**src/verilog/pdc_pkg.sv**
```systemverilog
// constants, carriers and bcd helpers of the preset counter unit
// assumes one 200 MHz clock and a plain strobe register port
//
// Contract
// RL1: down counter decrements on strobe when count pulse rose since last strobe
// RL2: down count holds when count pulse is steady or has fallen
// RL3: down done flag sets at zero count and stays until counter reset
// RL4: rising down reset input reloads the down count with its preset
// RL5: no decrement while down reset is on; counting resumes after release
// RL6: down count survives interlock and is kept while not executed
// RL7: preset is one 16-bit bcd word, so counts reach at most 9999
// RL8: non-bcd preset keeps running but raises the operand error flag
// RL9: reversible counter runs circularly between zero and its preset
// RL10: reversible counter adds one when increment input rose since last strobe
// RL11: reversible counter subtracts one when decrement input rose
// RL12: both inputs rising together leave the reversible count unchanged
// RL13: decrement at 0000 wraps to preset and sets done until next count
// RL14: increment past preset wraps to 0000 and sets done until next count
// RL15: rising reversible reset clears count; no counting while it stays on
// RL16: reversible count survives interlock and is kept while not executed
// RL17: each count input keeps its level at last strobe; edges seen on strobes
// RL18: a down count at zero stays at zero until the next reset
package pdc_pkg;

  // ----------------------------------------------------------------
  // register map
  // ----------------------------------------------------------------
  localparam logic [7:0] PDC_DN_PRESET_OFS = 8'h00;
  localparam logic [7:0] PDC_DN_COUNT_OFS = 8'h04;
  localparam logic [7:0] PDC_UD_PRESET_OFS = 8'h08;
  localparam logic [7:0] PDC_UD_COUNT_OFS = 8'h0c;
  localparam logic [7:0] PDC_STATUS_OFS = 8'h10;
  localparam logic [7:0] PDC_MASK_OFS = 8'h14;
  localparam logic [7:0] PDC_FLAGS_OFS = 8'h18;

  localparam logic [15:0] PDC_PRESET_RST = 16'h0000;
  localparam logic [15:0] PDC_COUNT_RST = 16'h0000;
  localparam logic [15:0] PDC_ZERO = 16'h0000;
  localparam logic [2:0] PDC_EVT_RST = 3'h0;

  // event bits of status, mask and flags registers
  localparam int PDC_EV_DN_DONE = 0;
  localparam int PDC_EV_UD_WRAP = 1;
  localparam int PDC_EV_BCD_ERR = 2;
  localparam int PDC_EV_W = 3;

  // ----------------------------------------------------------------
  // carriers
  // ----------------------------------------------------------------
  typedef struct packed {
    logic [7:0] addr;
    logic [31:0] wdata;
    logic wr;
    logic rd;
  } pdc_bus_type;

  typedef struct packed {
    logic count_pulse_input;
    logic dn_reset_input;
    logic increment_input;
    logic decrement_input;
    logic ud_reset_input;
  } pdc_pins_type;

  localparam pdc_pins_type PDC_PINS_RST = '0;

  // ----------------------------------------------------------------
  // bcd helpers
  // ----------------------------------------------------------------
  function automatic logic is_bcd(input logic [15:0] v);
    logic ok;
    ok = 1'b1;
    for (int i = 0; i < 4; i++) begin
      if (v[i*4 +: 4] > 4'h9) begin
        ok = 1'b0;
      end
    end
    return ok;
  endfunction : is_bcd

  function automatic logic [15:0] bcd_inc(input logic [15:0] v);
    logic [15:0] r;
    logic c;
    r = v;
    c = 1'b1;
    for (int i = 0; i < 4; i++) begin
      if (c) begin
        if (r[i*4 +: 4] >= 4'h9) begin
          r[i*4 +: 4] = 4'h0;
        end else begin
          r[i*4 +: 4] = r[i*4 +: 4] + 4'h1;
          c = 1'b0;
        end
      end
    end
    return r;
  endfunction : bcd_inc

  function automatic logic [15:0] bcd_dec(input logic [15:0] v);
    logic [15:0] r;
    logic b;
    r = v;
    b = 1'b1;
    for (int i = 0; i < 4; i++) begin
      if (b) begin
        if (r[i*4 +: 4] == 4'h0) begin
          r[i*4 +: 4] = 4'h9;
        end else begin
          r[i*4 +: 4] = r[i*4 +: 4] - 4'h1;
          b = 1'b0;
        end
      end
    end
    return r;
  endfunction : bcd_dec

endpackage : pdc_pkg
```
**src/verilog/pdc_counter.sv**
```systemverilog
// preset down counter and reversible circular counter, bcd coded
// assumes count pins are asynchronous; exec_strobe comes from local logic
//
// The implementer's own choices: the address-and-strobe port and the register addresses.
`timescale 1ns/1ps
module pdc_counter import pdc_pkg::*; (
  input wire logic clock,
  input wire logic rst,
  input wire pdc_bus_type bus,
  output logic [31:0] rd_data,
  input wire pdc_pins_type pins,
  input wire logic exec_strobe,
  input wire logic interlock,
  output logic dn_done,
  output logic ud_done,
  output logic operand_error_flag,
  output logic irq
);

  // ----------------------------------------------------------------
  // pin synchronisers and previous-execution levels
  // ----------------------------------------------------------------
  pdc_pins_type pin_s1_ff;
  pdc_pins_type pin_s2_ff;
  pdc_pins_type prev_ff;
  logic exec;

  always_ff @(posedge clock or posedge rst) begin
    if (rst) begin
      pin_s1_ff <= PDC_PINS_RST;
      pin_s2_ff <= PDC_PINS_RST;
    end else begin
      pin_s1_ff <= pins;
      pin_s2_ff <= pin_s1_ff;
    end
  end

  // an interlocked section is simply not executed: nothing moves
  assign exec = exec_strobe && !interlock; // [RL6] [RL16]

  // levels only advance on executions, so edges span strobe gaps
  always_ff @(posedge clock or posedge rst) begin
    if (rst) begin
      prev_ff <= PDC_PINS_RST;
    end else if (exec) begin
      prev_ff <= pin_s2_ff; // [RL17]
    end
  end

  logic cp_rise;
  logic dn_rst_rise;
  logic ii_rise;
  logic di_rise;
  logic ud_rst_rise;

  always_comb begin
    cp_rise = exec && pin_s2_ff.count_pulse_input
      && !prev_ff.count_pulse_input; // [RL17]
    dn_rst_rise = exec && pin_s2_ff.dn_reset_input
      && !prev_ff.dn_reset_input;
    ii_rise = exec && pin_s2_ff.increment_input
      && !prev_ff.increment_input;
    di_rise = exec && pin_s2_ff.decrement_input
      && !prev_ff.decrement_input;
    ud_rst_rise = exec && pin_s2_ff.ud_reset_input
      && !prev_ff.ud_reset_input;
  end

  // ----------------------------------------------------------------
  // registers written by software
  // ----------------------------------------------------------------
  logic [15:0] dn_preset_ff;
  logic [15:0] ud_preset_ff;
  logic [PDC_EV_W-1:0] mask_ff;
  logic wr_dn_preset;
  logic wr_ud_preset;
  logic wr_mask;
  logic wr_status;

  assign wr_dn_preset = bus.wr && bus.addr == PDC_DN_PRESET_OFS;
  assign wr_ud_preset = bus.wr && bus.addr == PDC_UD_PRESET_OFS;
  assign wr_mask = bus.wr && bus.addr == PDC_MASK_OFS;
  assign wr_status = bus.wr && bus.addr == PDC_STATUS_OFS;

  always_ff @(posedge clock or posedge rst) begin
    if (rst) begin
      dn_preset_ff <= PDC_PRESET_RST;
      ud_preset_ff <= PDC_PRESET_RST;
    end else begin
      // one 16-bit bcd word each, top digit caps count at 9999
      if (wr_dn_preset) begin
        dn_preset_ff <= bus.wdata[15:0]; // [RL7]
      end
      if (wr_ud_preset) begin
        ud_preset_ff <= bus.wdata[15:0]; // [RL7]
      end
    end
  end

  always_ff @(posedge clock or posedge rst) begin
    if (rst) begin
      mask_ff <= PDC_EVT_RST;
    end else if (wr_mask) begin
      mask_ff <= bus.wdata[PDC_EV_W-1:0];
    end
  end

  // ----------------------------------------------------------------
  // down counter
  // ----------------------------------------------------------------
  logic [15:0] dn_count_ff;
  logic dn_done_ff;
  logic dn_dec_ev;
  logic [15:0] nxt_dn_count;

  // zero is sticky: further pulses are ignored until a reload
  assign dn_dec_ev = cp_rise && !pin_s2_ff.dn_reset_input
    && dn_count_ff != PDC_ZERO; // [RL1] [RL5] [RL18]

  always_comb begin
    nxt_dn_count = dn_count_ff; // [RL2]
    if (dn_rst_rise) begin
      nxt_dn_count = dn_preset_ff; // [RL4]
    end else if (dn_dec_ev) begin
      nxt_dn_count = bcd_dec(dn_count_ff); // [RL1]
    end
  end

  always_ff @(posedge clock or posedge rst) begin
    if (rst) begin
      dn_count_ff <= PDC_COUNT_RST;
    end else begin
      dn_count_ff <= nxt_dn_count;
    end
  end

  // done follows the count, so it holds until a reload moves it
  always_ff @(posedge clock or posedge rst) begin
    if (rst) begin
      dn_done_ff <= 1'b0;
    end else begin
      dn_done_ff <= nxt_dn_count == PDC_ZERO; // [RL3]
    end
  end

  // ----------------------------------------------------------------
  // reversible circular counter
  // ----------------------------------------------------------------
  logic [15:0] ud_count_ff;
  logic ud_done_ff;
  logic ud_inc_ev;
  logic ud_dec_ev;
  logic ud_inc_wrap;
  logic ud_dec_wrap;

  // both edges at once cancel out
  assign ud_inc_ev = ii_rise && !di_rise
    && !pin_s2_ff.ud_reset_input; // [RL10] [RL12] [RL15]
  assign ud_dec_ev = di_rise && !ii_rise
    && !pin_s2_ff.ud_reset_input; // [RL11] [RL12] [RL15]
  // >= also catches a count left above a lowered preset
  assign ud_inc_wrap = ud_inc_ev && ud_count_ff >= ud_preset_ff;
  assign ud_dec_wrap = ud_dec_ev && ud_count_ff == PDC_ZERO;

  always_ff @(posedge clock or posedge rst) begin
    if (rst) begin
      ud_count_ff <= PDC_COUNT_RST;
    end else if (ud_rst_rise) begin
      ud_count_ff <= PDC_ZERO; // [RL15]
    end else if (ud_inc_wrap) begin
      ud_count_ff <= PDC_ZERO; // [RL9] [RL14]
    end else if (ud_inc_ev) begin
      ud_count_ff <= bcd_inc(ud_count_ff); // [RL10]
    end else if (ud_dec_wrap) begin
      ud_count_ff <= ud_preset_ff; // [RL9] [RL13]
    end else if (ud_dec_ev) begin
      ud_count_ff <= bcd_dec(ud_count_ff); // [RL11]
    end
  end

  // done stands from a wrap until the next count of either kind or a rising reversible reset
  always_ff @(posedge clock or posedge rst) begin
    if (rst) begin
      ud_done_ff <= 1'b0;
    end else if (ud_rst_rise) begin
      ud_done_ff <= 1'b0;
    end else if (ud_inc_ev || ud_dec_ev) begin
      ud_done_ff <= ud_inc_wrap || ud_dec_wrap; // [RL13] [RL14]
    end
  end

  // ----------------------------------------------------------------
  // operand error, status and interrupt
  // ----------------------------------------------------------------
  logic err_ff;
  logic nxt_err;
  logic [PDC_EV_W-1:0] status_ff;
  logic [PDC_EV_W-1:0] ev_set;

  // counting keeps going on a bad preset; results are then garbage
  assign nxt_err = !is_bcd(dn_preset_ff)
    || !is_bcd(ud_preset_ff); // [RL8]

  always_ff @(posedge clock or posedge rst) begin
    if (rst) begin
      err_ff <= 1'b0;
    end else begin
      err_ff <= nxt_err; // [RL8]
    end
  end

  always_comb begin
    ev_set = PDC_EVT_RST;
    ev_set[PDC_EV_DN_DONE] = nxt_dn_count == PDC_ZERO && !dn_done_ff;
    ev_set[PDC_EV_UD_WRAP] = ud_inc_wrap || ud_dec_wrap;
    ev_set[PDC_EV_BCD_ERR] = nxt_err && !err_ff;
  end

  // set is or-ed after the clear so a same-cycle event survives
  always_ff @(posedge clock or posedge rst) begin
    if (rst) begin
      status_ff <= PDC_EVT_RST;
    end else if (wr_status) begin
      status_ff <= (status_ff & ~bus.wdata[PDC_EV_W-1:0]) | ev_set;
    end else begin
      status_ff <= status_ff | ev_set;
    end
  end

  assign irq = |(status_ff & mask_ff);
  assign dn_done = dn_done_ff;
  assign ud_done = ud_done_ff;
  assign operand_error_flag = err_ff;

  // ----------------------------------------------------------------
  // read port
  // ----------------------------------------------------------------
  logic [31:0] rd_data_ff;
  logic [31:0] nxt_rd_data;

  always_comb begin
    nxt_rd_data = '0;
    if (bus.rd) begin
      unique case (bus.addr)
        PDC_DN_PRESET_OFS: nxt_rd_data[15:0] = dn_preset_ff;
        PDC_DN_COUNT_OFS: nxt_rd_data[15:0] = dn_count_ff;
        PDC_UD_PRESET_OFS: nxt_rd_data[15:0] = ud_preset_ff;
        PDC_UD_COUNT_OFS: nxt_rd_data[15:0] = ud_count_ff;
        PDC_STATUS_OFS: nxt_rd_data[PDC_EV_W-1:0] = status_ff;
        PDC_MASK_OFS: nxt_rd_data[PDC_EV_W-1:0] = mask_ff;
        PDC_FLAGS_OFS: nxt_rd_data[PDC_EV_W-1:0] =
          {err_ff, ud_done_ff, dn_done_ff};
        default: nxt_rd_data = '0;
      endcase
    end
  end

  always_ff @(posedge clock or posedge rst) begin
    if (rst) begin
      rd_data_ff <= '0;
    end else begin
      rd_data_ff <= nxt_rd_data;
    end
  end

  assign rd_data = rd_data_ff;

  // ----------------------------------------------------------------
  // assertions
  // ----------------------------------------------------------------
  logic dn_hold;
  assign dn_hold = !dn_rst_rise && !dn_dec_ev;
endmodule : pdc_counter

```
**config.mk**
```make
export PLATFORM = sky130hd
export DESIGN_NAME = pdc_counter
export DESIGN_NICKNAME = d
export VERILOG_FILES = /design/src/verilog/pdc_pkg.sv /design/src/verilog/pdc_counter.sv
export SDC_FILE = /design/constraint.sdc
export NUM_CORES = 1
export LEC_CHECK = 0
export BUFFER_PORTS_ARGS = -buffer_cell sky130_fd_sc_hd__buf_2
export CAP_MARGIN = 20
export CELL_PAD_IN_SITES_DETAIL_PLACEMENT = 1
export CELL_PAD_IN_SITES_GLOBAL_PLACEMENT = 1
export CORE_MARGIN = 3
export CORE_UTILIZATION = 45
export CTS_BUF_LIST = sky130_fd_sc_hd__clkbuf_8
export CTS_CLUSTER_DIAMETER = 150
export CTS_CLUSTER_SIZE = 10
export DETAILED_ROUTE_END_ITERATION = 7
export HOLD_SLACK_MARGIN = 0.08
export PLACE_DENSITY_LB_ADDON = 0.1
export SETUP_SLACK_MARGIN = 0.2
export SLEW_MARGIN = 15
export SYNTH_ARGS = -nofsm -noshare
export SYNTH_HDL_FRONTEND = slang
export SYNTH_SLANG_ARGS = --single-unit
export TNS_END_PERCENT = 100
```
**constraint.sdc**
```tcl
create_clock -name clock -period 4.5 [get_ports clock]
set_input_delay 0.9 -clock clock [delete_from_list [all_inputs] [get_ports clock]]
set_output_delay 0.9 -clock clock [all_outputs]
set_load 0.01 [all_outputs]
```
; Yosys cells after proc, flatten, opt, wreduce, memory -nomap -nowiden
; Cells that the tools add are included.
[word_totals]
regBits = 120
output_inout_bits = 36
wordCells = 217
[classes]
add_sub_neg = 12
magnitude_cmp = 13
n_eq_ne = 9
mux = 87
n_bitwise = 5
n_reduce_logical = 63
[op_table]
columns = operator, n
row1 = $mux 16, 8
row2 = $mux 4, 21
row3 = $mux 1, 55
row4 = $pmux 13 s4, 1
row5 = $gt 4x4->1 const B, 8
row6 = $logic_not 16->1, 2
row7 = $logic_not 4->1, 8
row8 = $sub 4x1->4 const B, 8
row9 = $logic_and 1x1->1, 25
row10 = $eq 8x5->1 const B, 3
row11 = $pmux 3 s7, 1
row12 = $reduce_bool 5->1, 4
row13 = $add 4x1->4 const B, 4
row14 = $eq 8x4->1 const B, 2
row15 = $ge 16x16->1, 1
row16 = $ge 4x4->1 const B, 4
row17 = $reduce_bool 16->1, 1
row18 = $logic_not 1->1, 14
row19 = $ne 4x2->1 const B, 3
row20 = $reduce_and 3->1, 3
row21 = $eq 8x3->1 const B, 1
row22 = $logic_not 8->1, 1
row23 = $and 3x3->3, 2
row24 = $or 3x3->3, 2
row25 = other kinds (5), 7

; Logic depth before layout (Yosys ltp)
; Gate-level depths: netlist of run 1.
[logic_depth]
ltp_word = 30
ltp_mapped = 11
depth_no_buf = 10

; Worst setup path after synthesis of run 1
; OpenSTA, ideal clock, no wires.
[synth_path]
path_kind = input to register
start = in exec_strobe
end = reg status_ff[0]
setup_time_ns = 0.121
t_arrival_ns = 2.738
t_required_ns = 4.379
slack_ns = 1.640
stages = 8
n_path_buf = 0
path_cell_list = nor2b_1 -> nand4_2 -> or4_4 -> or4_1 -> a31oi_1 -> nor4_2 -> nand2_1 -> o21ai_2
[synth_between]
elab_chain_cells = 11
word_cells_on_any_way = 14
[synth_lines]
columns = element, line_no
row1 = start: declaration, pdc_counter.sv:12  ; input wire logic exec_strobe,
row2 = $logic_and 1x1->1 *, pdc_counter.sv:39  ; assign exec = exec_strobe && !interlock;
row3 = $logic_and 1x1->1, pdc_counter.sv:57  ; cp_rise = exec && pin_s2_ff.count_pulse_input
row4 = $logic_and 1x1->1, pdc_counter.sv:58  ; && !prev_ff.count_pulse_input;
row5 = $logic_and 1x1->1, pdc_counter.sv:117  ; assign dn_dec_ev = cp_rise && !pin_s2_ff.dn_reset_input
row6 = $logic_and 1x1->1, pdc_counter.sv:118  ; && dn_count_ff != PDC_ZERO;
row7 = $mux 16, pdc_counter.sv:124  ; end else if (dn_dec_ev) begin
row8 = $mux 16 *, pdc_counter.sv:122  ; if (dn_rst_rise) begin
row9 = net nxt_dn_count[9], pdc_counter.sv:114  ; logic [15:0] nxt_dn_count;
row10 = $logic_not 16->1 *, pdc_counter.sv:214  ; ev_set[PDC_EV_DN_DONE] = nxt_dn_count == PDC_ZERO && !dn_done_ff;
row11 = $logic_and 1x1->1 *, pdc_counter.sv:214
row12 = "$or 3x3->3, on equally long branches", "pdc_counter.sv:226, pdc_counter.sv:224"
row13 = $mux 3 *, pdc_counter.sv:223  ; end else if (wr_status) begin
row14 = end signal: assignment, pdc_counter.sv:224  ; status_ff <= (status_ff & ~bus.wdata[PDC_EV_W-1:0]) | ev_set;
row15 = end signal: assignment, pdc_counter.sv:226  ; status_ff <= status_ff | ev_set;
row16 = end: declaration, pdc_counter.sv:197  ; logic [PDC_EV_W-1:0] status_ff;
; Mark *: on every way through the listed nets, which the timed path passes. The rest lies on a longest branch.
; A chain may end at the register's enable or synchronous reset.

; Worst setup path after layout of run 1
[layout_path]
start = reg ud_count_ff[11]
end = reg ud_count_ff[14]
[layout_between]
elab_chain_cells = 10
word_cells_on_any_way = 26
[layout_lines]
columns = element, line_no
row1 = start: declaration, pdc_counter.sv:149  ; logic [15:0] ud_count_ff;
row2 = start signal: assignment, pdc_counter.sv:173  ; ud_count_ff <= bcd_inc(ud_count_ff);
row3 = start signal: assignment, pdc_counter.sv:175  ; ud_count_ff <= ud_preset_ff;
row4 = start signal: assignment, pdc_counter.sv:177  ; ud_count_ff <= bcd_dec(ud_count_ff);
row5 = branches (longest 10 deep; another with $ge 4x4->1), -
; Several ways; the timed one is not identified. The select of a mux whose other input is x is not followed.

==> results by stage, run 1 <==
Placement:
- Buffers placed on the I/O ports in this run total 54.
- The worst setup timing slack at the placement stage is 1.13 ns.
- The detailed-placement wirelength estimate is 14.2 mm.
- The placed instance area is 6590 um2.
- Routability-driven placement finished with a final weighted congestion of 0.868.

STA:
- The ratio of final minimum period to clock period is 71.0%.
- Setup repair after global routing left no endpoint under its margin.
- Hold is met by 0.358 ns.
- Derived from the worst setup path, the maximum achievable clock frequency is 0.313 GHz.
- The final count of hold timing violations is 0.
- The number of pins with negative max-slew slack in the final report is 0.
- On the final layout, the worst clock skew is 0.0121 ns.
- For the pin with the worst max-slew slack, the measured transition is 0.995 ns.
- The tightest slew margin relative to the limit is 33.5%.
- The setup-violating endpoint count in the final report is 0.
- The clock period minus final worst setup slack is 3.19 ns.
- The post-route setup TNS is 0 ns.
- The worst setup margin is 1.31 ns.

Worst hold path:
- The startpoint identified for the worst hold timing path is pin_s1_ff[0].
- The worst hold path belongs to the class reg -> reg.

Worst setup path:
- At the worst endpoint, the required time is 4.75 ns.
- STA classifies the critical path endpoint as a flop.
- The data arrival time of the critical path is 3.45 ns.
- The category of the critical setup timing path is reg -> reg.
- STA classifies the critical path startpoint as a flop.
- The critical path starts at ud_count_ff[11].
- The reg-to-reg startpoint is ud_count_ff[11].
- The critical-path maximum fanout is 11.

Clocking:
- The clock root buffer master is sky130_fd_sc_hd__clkbuf_8.
- TritonCTS built the clock tree.
- The count of clock tree sinks is 104.
- The TritonCTS buffer count is 9.
- In this run the post-CTS setup repair buffer count came out at 0.
- The clock passes through at most 2 buffers.
- The H-tree level count is 3.
- Clock-pin slew was measured on the worst setup and hold paths at 0.11 ns.
- The later-pin clock latency in the skew report is 0.39 ns.
- After clock tree synthesis, the repair step resized 0 gates.
- The hold-fix buffer count after cts is 0.

Cells and area:
- The final net count is 774.
- The filler cells instantiated in the layout total 1,567.
- The post-route netlist has 21.9% of its cells at a drive strength greater than 1.
- The area growth from synthesis to final layout is 9.60%.
- Registers take 2600 um2.
- The area of all placed cells without fillers is 6770 um2.
- Leaving out fill and tap cells, the most frequent cells in the layout are sky130_fd_sc_hd__dfrtp_1 (104), sky130_fd_sc_hd__nand2_1 (69), sky130_fd_sc_hd__buf_2 (54).
- The library cell used most frequently in the layout, excluding fill and tap cells, is sky130_fd_sc_hd__dfrtp_1.
- The antenna cell count is 0.
- The area of the multi-input gates is 3290 um2.

Synth:
- In the synthesized netlist the async set-or-reset flop fraction comes to 100%.
- The netlist area before placement is 6180 um2.
- The number of cells produced by synthesis is 647.
- After synthesis, the cell types taking the most area are sky130_fd_sc_hd__dfrtp_1 (42%), sky130_fd_sc_hd__mux2_2 (9.1%), sky130_fd_sc_hd__ha_1 (5.7%).
- Counting distinct cell types in the post-synthesis netlist gives 74.
- A synthesized cell averages 9.55 um2.
- The synthesized design spends more area on one cell type than any other, namely sky130_fd_sc_hd__dfrtp_1.
- The number of storage elements in the synthesis netlist is 104.
- The register area share after synthesis is 42.1%.
- The commonest register cell after synthesis is sky130_fd_sc_hd__dfrtp_1.
- Of the post-synthesis cell area, the dominant cell type holds 42.1%.
- The number of synthesized flops with an enable pin is 0.
- For this run, the number of Yosys warnings is 0.

GRT:
- The number of antenna violations at the first check in global routing was 0.
- Entering global routing, the biggest net connects 45 pins.
- For this run the aggregate overflow at the end of global routing stands at 0.
- The first global-routing pass estimated 29.7 mm of wire.
- The number of global-route vias before repair was 5,267.
- The overall routing resource usage is 25.7%.

Power:
- The static power due to leakage is 3.12 nW.
- The net switching power is 0.00129 W.
- The clock share of power is 19.1%.
- The areal power density over the cells is 450 nW/um2.
- In this run, flip-flops and latches consume 43.6% of the power.
- Combinational cells account for 37.3% of the total power.
- The internal power of the cells totals 0.00176 W.
- Net switching is 42.4% of the power.
- IR analysis of the VDD net gives a maximum drop of 0.000217 V.

Detailed routing:
- The remaining antenna violation count is 0.
- The number of iterations in the first detailed-routing pass is 6.
- Using the TritonRoute via totals, the vias-per-cell ratio works out to 6.07.
- The total number of vias is 5,317.
- The routed wire length is 18.8 mm.
- Dividing the detail-routed wire length by the instance count gives 21.5 um.
- After the first detailed-routing iteration, the DRC count stood at 531.
- In the routed design, unresolved DRC markers number 0.

Die:
- For this configuration, the core starts out at a cell density of 46.3%.
- In this run the core area contains 42 standard-cell rows.
- The width of the die is 123 um.
- The floorplan step set the die height to 123 um.
- The total area inside the core boundary comes to 13,300 um2.
- During I/O placement, the number of pins put on the boundary was 87.
- The die covers 15,200 um2.

Run status:
- The flow ran to the end, and the final reports show no timing, DRC or antenna violations.

Flow run:
- Across the run, the number of max-cap violations was 0.
-- state kept, by name (all words and copies together), names as in the netlist --
name	flops
ud_count_ff	16
dn_count_ff	16
operand_error_flag	1
status_ff	3
rd_data	16
mask_ff	3
ud_done	1
ud_preset_ff	16
prev_ff	5
dn_preset_ff	16
dn_done	1
pin_s2_ff	5
pin_s1_ff	5
-- cell usage after synthesis (all sizes together) (2+ instances only) --
master  count
nor2       53
mux2i       3
o22a        3
xor2        2
nor3       18
a31oi      14
inv        38
nor4        6
and4        3
nand2      70
or4         5
buf        20
a21o        5
o221ai      3
nor3b       4
nand3      19
a211oi      5
o311ai      2
o22ai      10
dfrtp     104
nand2b      8
and2        5
o21a        5
a211o       2
mux2       50
or4b        2
ha         28
nor4b       2
a21boi      3
o21ai      44
or3         3
a22oi       3
or2         6
o211ai      3
o31ai      11
nand4       7
a32oi       2
clkbuf     20
a222oi     14
nor2b       5
a21oi      21
-- cells by family (layout without fill, tap and decap cells) --
group,Yosys count,in the layout,share of synthesized area [%]
AOI/OAI and AO/OA,160,160,17.4
buffers and inverters,78,116,5.85
xor gates and xnor gates,3,3,0.425
and+or+nand+nor,219,219,18.5
other,1,16,0.0607
DFF,104,104,42.1
muxes,54,54,9.96
adders and majority gates,28,28,5.67
-- per-layer routing --
metal  vias up  share of wire (%)  GRT usage [%]
met5         -                  0              0
li1       2435                  -              -
met4         0                1.4           6.44
met1      2719                 46           36.5
met2       141                 49           41.1
met3        22                4.2           4.30
-- through the flow --
stage	power (W)	utilization, %	instances
2_1_floorplan	0.00209	-	662
3_3_place_gp	0.00237	49.4	860
3_5_place_dp	0.00246	49.4	860
4_1_cts	0.00305	50.7	876
5_1_grt	0.00327	50.7	876
6_report	0.00305	50.7	876
-- path summary, 6_finish.rpt --
path	cells past startpoint	end	slack, ns
setup / recovery	9	ud_count_ff[14]	1.31
hold / removal	0	pin_s2_ff[0]	0.36
setup reg to reg	9	ud_count_ff[14]	1.31
hold reg to reg	0	pin_s2_ff[0]	0.36
max in group asynchronous	3	operand_error_flag	3.09
min in group asynchronous	2	dn_preset_ff[12]	0.48
-- final cells by class --
type | count | share of cell area [%]
sequential | 104 | 38.4
timing repair buffer | 62 | 4.88
tap | 176 | 3.25
inverter | 38 | 2.14
multi-input combinational | 480 | 48.6
clock inverter | 7 | 0.905
clock buffer | 9 | 1.83
-- worst max-delay path: stages, from the launching register on --
cell and delay, ns:
sky130_fd_sc_hd__dfrtp_1 0.61, sky130_fd_sc_hd__ha_1 0.33, sky130_fd_sc_hd__a21oi_1 0.14, sky130_fd_sc_hd__o21ai_0 0.18
sky130_fd_sc_hd__a211oi_1 0.31, sky130_fd_sc_hd__o21a_1 0.21, sky130_fd_sc_hd__o21ai_1 0.14, sky130_fd_sc_hd__o31ai_1 0.83
sky130_fd_sc_hd__or4_1 0.23, sky130_fd_sc_hd__o22ai_1 0.08
-- power groups by stage --
stage	registers [W]	clock network, W	logic, W
finish	0.00133	0.000581	0.00114
global route	0.00136	0.000637	0.00128
CTS	0.00132	0.000597	0.00113
detailed placement	0.00134	0	0.00112
global placement	0.00133	0	0.00104
floorplan	0.00121	0	0.000881
No activity file was read; power rests on OpenSTA's default activity.
==> inputs of run 2 (changes only) <==
--- a/config.mk
+++ b/config.mk
@@ -5,12 +5,13 @@
 export SDC_FILE = /design/constraint.sdc
 export NUM_CORES = 1
 export LEC_CHECK = 0
+export ABC_AREA = 1
 export BUFFER_PORTS_ARGS = -buffer_cell sky130_fd_sc_hd__buf_2
 export CAP_MARGIN = 20
 export CELL_PAD_IN_SITES_DETAIL_PLACEMENT = 1
 export CELL_PAD_IN_SITES_GLOBAL_PLACEMENT = 1
 export CORE_MARGIN = 3
-export CORE_UTILIZATION = 45
+export CORE_UTILIZATION = 39
 export CTS_BUF_LIST = sky130_fd_sc_hd__clkbuf_8
 export CTS_CLUSTER_DIAMETER = 150
 export CTS_CLUSTER_SIZE = 10
==> constraint.sdc (replaced) <==
create_clock -name clock -period 2.9 [get_ports clock]
set_input_delay 0.58 -clock clock [delete_from_list [all_inputs] [get_ports clock]]
set_output_delay 0.58 -clock clock [all_outputs]
set_load 0.01 [all_outputs]
==> results by stage, run 2 <==
Run status:
- The run finished with clean final reports.

STA:
- The ratio of final minimum period to clock period is 85.4%.
- The post-route setup TNS is 0 ns.
- The highest clock frequency the design can meet is 0.404 GHz.
- The final count of hold timing violations is 0.
- The worst pin sits at a relative slew slack of 41.8%.
- Setup repair after global routing left no endpoint under its margin.
- The setup-violating endpoint count in the final report is 0.
- On the final layout, the worst clock skew is 0.00981 ns.
- At the pin with the least slew margin, the transition time is 0.871 ns.
- The number of pins with negative max-slew slack in the final report is 0.
- The worst setup margin is 0.424 ns.
- After layout, the minimum clock period comes to 2.48 ns.

Worst setup path:
- The worst flop-to-flop path endpoint is ud_count_ff[0].
- Together, buffers and inverters on the worst path number 1.
- The data arrival time of the critical path is 2.78 ns.
- The largest individual stage delay along the critical path comes from the cell sky130_fd_sc_hd__dfrtp_1.
- The critical path is of the reg -> reg type.
- Across all register-to-register paths, the minimum setup slack is 0.42 ns.
- The most numerous cell type found on the critical path is sky130_fd_sc_hd__nand2_1.
- Walking the worst path, the cells encountered are inv_1 > ha_1 > a21oi_1 > nor2_1 > nor3_1 > nand2_1 > a21boi_1 > nand2_1 > nand2_1 > nand2_1 > nor2_1 > nand2_1 > o21ai_0.
- The critical-path maximum fanout is 5.
- The worst setup path is launched from a flop.
- STA puts the critical path data required time at 3.20 ns.
- On the worst path, the slowest cell contributes a delay of 0.44 ns.
- The number of cells on the worst reg-to-reg path is 13.
- STA classifies the critical path endpoint as a flop.
- Among cell families on the critical path, the largest total delay comes from simple AND/OR/NAND/NOR gates.
- The reg-to-reg startpoint is ud_preset_ff[5].

Clocking:
- The TritonCTS buffer count is 9.
- The hold-fix buffer count after cts is 0.
- After clock tree synthesis, the clock-pin slew on the worst setup and hold paths is 0.11 ns.
- The later-pin clock latency in the skew report is 0.38 ns.
- The H-tree level count is 3.
- TritonCTS built the clock tree.
- The number of buffers between clock root and the deepest sink is 2.
- Counting every sink on the clock net gives 104.
- The clock root buffer master is sky130_fd_sc_hd__clkbuf_8.

Detailed routing:
- The met2 routed wirelength is 9.42 mm.
- In the routed design, unresolved DRC markers number 0.
- The routed length on met3 is 582 um.
- In this run the remaining antenna-violating nets after routing total 0.
- After detailed routing, the wire length on met1 is 9.24 mm.
- The highest metal layer with signal wires is met4.
- The average routed wire per standard cell is 17.2 um.
- After detailed routing, the total wire length is 19.4 mm.
- The first detailed-routing pass took 5 iterations.
- For this block, the initial DRC count from the detailed router was 323.
- The via density per instance is 5.15.
- The total number of vias is 5,785.

Cells and area:
- The post-route core utilization is 45.3%.
- The post-route netlist has 13.0% of its cells at a drive strength greater than 1.
- Leaving out fill and tap cells, the most frequent cell in the layout is sky130_fd_sc_hd__nand2_1.
- The filler cells instantiated in the layout total 1,996.
- In the layout the commonest cells are sky130_fd_sc_hd__nand2_1 (220), sky130_fd_sc_hd__inv_1 (114), sky130_fd_sc_hd__dfrtp_1 (104).
- The final layout contains 988 nets.
- The area growth from synthesis to final layout is 11.2%.
- 0 antenna diodes ended up in the layout.

GRT:
- The number of antenna violations at the first check in global routing is 0.
- The number of global-route vias before repair is 5,983.
- Entering global routing, the biggest net connects 45 pins.
- The first-pass GRT wire length is 31.5 mm.
- The overall routing resource usage is 22.0%.
- Summed over all layers, the global routing overflow is 0.

Synth:
- The share of synthesized area in the top cell type comes to 41.1%.
- In this run, synthesis produced a sequential element count of 104.
- The commonest register cell after synthesis is sky130_fd_sc_hd__dfrtp_1.
- After synthesis, the share of flip-flops with an asynchronous set or reset is 100%.
- sky130_fd_sc_hd__nand2_1 is the most common cell in the netlist.
- After synthesis, flip-flops and latches occupy 41.1% of the total area.
- The synthesized design contains 0 enable-type register cells.
- The average cell area after synthesis is 7.44 um2.
- By count the netlist is led by sky130_fd_sc_hd__nand2_1 (221), sky130_fd_sc_hd__inv_1 (113), sky130_fd_sc_hd__dfrtp_1 (104), sky130_fd_sc_hd__o21ai_0 (96), sky130_fd_sc_hd__nor2_1 (68).
- The netlist area before placement is 6330 um2.
- The largest total area in the synthesized netlist belongs to sky130_fd_sc_hd__dfrtp_1.
- In the synthesized netlist, the number of instances is 851.
- In the post-synthesis netlist, the biggest area contributors are sky130_fd_sc_hd__dfrtp_1 (41%), sky130_fd_sc_hd__nand2_1 (13%), sky130_fd_sc_hd__o21ai_0 (7.6%).
- The number of distinct library cells after synthesis is 44.
- The count of synthesis-stage warnings from yosys is 0.

Worst hold path:
- The worst hold path class is in -> reg.
- The worst hold path begins at pins[2].
- Counting instances, the worst hold path has a depth of 1.
- The hold-critical path endpoint is pin_s1_ff[2].

Die:
- The floorplan step set the die height to 133 um.
- The area enclosed by the die boundary is 17,800 um2.
- The number of top-level design ports is 87.
- The core box area is 15,500 um2.
- The number of standard-cell rows in the floorplan is 45.
- The width of the die is 133 um.
- Once the floorplan was initialized, standard cells occupied 40.8% of the core.

Placement:
- The worst setup timing slack at the placement stage is 0.273 ns.
- Routability-driven placement finished with a final weighted congestion of 0.932.
- Port buffering added 54 buffers.
- The wire-length estimate of the detail-placed layout is 15.5 mm.

Flow run:
- Across the run, the number of max-cap violations was 0.

Power:
- The worst IR drop on VDD is 0.000375 V.
- The static power due to leakage is 3.60 nW.
- The areal power density over the cells is 695 nW/um2.
-- run 2: cell types whose count changed after synthesis, moves of 14 or more --
cell / previous run / this run
sky130_fd_sc_hd__a222oi_1: 14 / 0
sky130_fd_sc_hd__inv_1: 38 / 113
sky130_fd_sc_hd__mux2_2: 50 / 0
sky130_fd_sc_hd__nand2_1: 69 / 221
sky130_fd_sc_hd__nand3_1: 18 / 38
sky130_fd_sc_hd__nor2_1: 52 / 68
sky130_fd_sc_hd__o21ai_0: 41 / 96
sky130_fd_sc_hd__o22ai_1: 10 / 25
-- run 2: final cells by class --
class	count	area [um2]	share of cell area [%]
well taps	211	264	3.75
flip-flops and latches	104	2600	37.0
multi-input cells	606	3120	44.4
repair buffers	68	388	5.51
inverters	120	454	6.45
clock inverters	6	85.1	1.21
clock buffers	9	124	1.76
-- run 2: where the power goes --
group	switching [W]	total, W	internal [W]	leakage, nW
Clock	0.000528	0.00101	0.000483	0.113
Combinational	0.00126	0.00197	0.000704	2.11
Sequential	0.000271	0.00192	0.00165	1.37
Total	0.00206	0.00489	0.00283	3.60
-- run 2: cell families after synthesis --
family | Yosys count | share of synthesized area, %
and+or+nand+nor | 375 | 25.6
AOI/OAI and AO/OA | 181 | 16.3
buffers and inverters | 156 | 10.6
DFF | 104 | 41.1
adders and majority gates | 28 | 5.53
xor gates and xnor gates | 5 | 0.692
other | 1 | 0.0592
muxes | 1 | 0.158
-- run 2: through the flow --
| step | area (um2) | total power, W | cells | hold slack (ns) |
|---|---|---|---|---|
| finish | 7040 | 0.00489 | 1124 | 0.304 |
| global route | 7040 | 0.00531 | 1124 | 0.283 |
| CTS | 7030 | 0.00491 | 1124 | 0.281 |
| detailed placement | 6820 | 0.00387 | 1109 | 0.336 |
| global placement | 6820 | 0.00374 | 1109 | 0.333 |
| floorplan | 6390 | 0.00328 | 866 | 0.331 |
-- run 2: per-layer routing --
| layer | vias to the layer above | global-route usage [%] |
|---|---|---|
| met5 | - | 0 |
| met4 | 0 | 5.37 |
| met3 | 11 | 2.23 |
| met2 | 86 | 36.2 |
| met1 | 2826 | 31.3 |
| li1 | 2862 | - |
-- run 2: worst max-delay path by stage --
stage | start | end | slack, ns | cells past startpoint
3_5_place_dp | bus[35] | ud_preset_ff[5] | 0.27 | 9
3_3_place_gp | interlock | status_ff[0] | 0.42 | 13
6_report | ud_preset_ff[5] | ud_count_ff[0] | 0.42 | 13
4_1_cts | ud_count_ff[4] | ud_count_ff[14] | 0.36 | 12
5_1_grt | ud_count_ff[0] | ud_count_ff[14] | 0.20 | 12
2_1_floorplan | ud_count_ff[0] | ud_count_ff[7] | 0.90 | 13
-- run 2: timing repair --
item,in CTS,in global routing
setup buffers,0,0
gates resized for setup,0,4
endpoints found under the setup margin,0,3
hold endpoints to repair,0,0
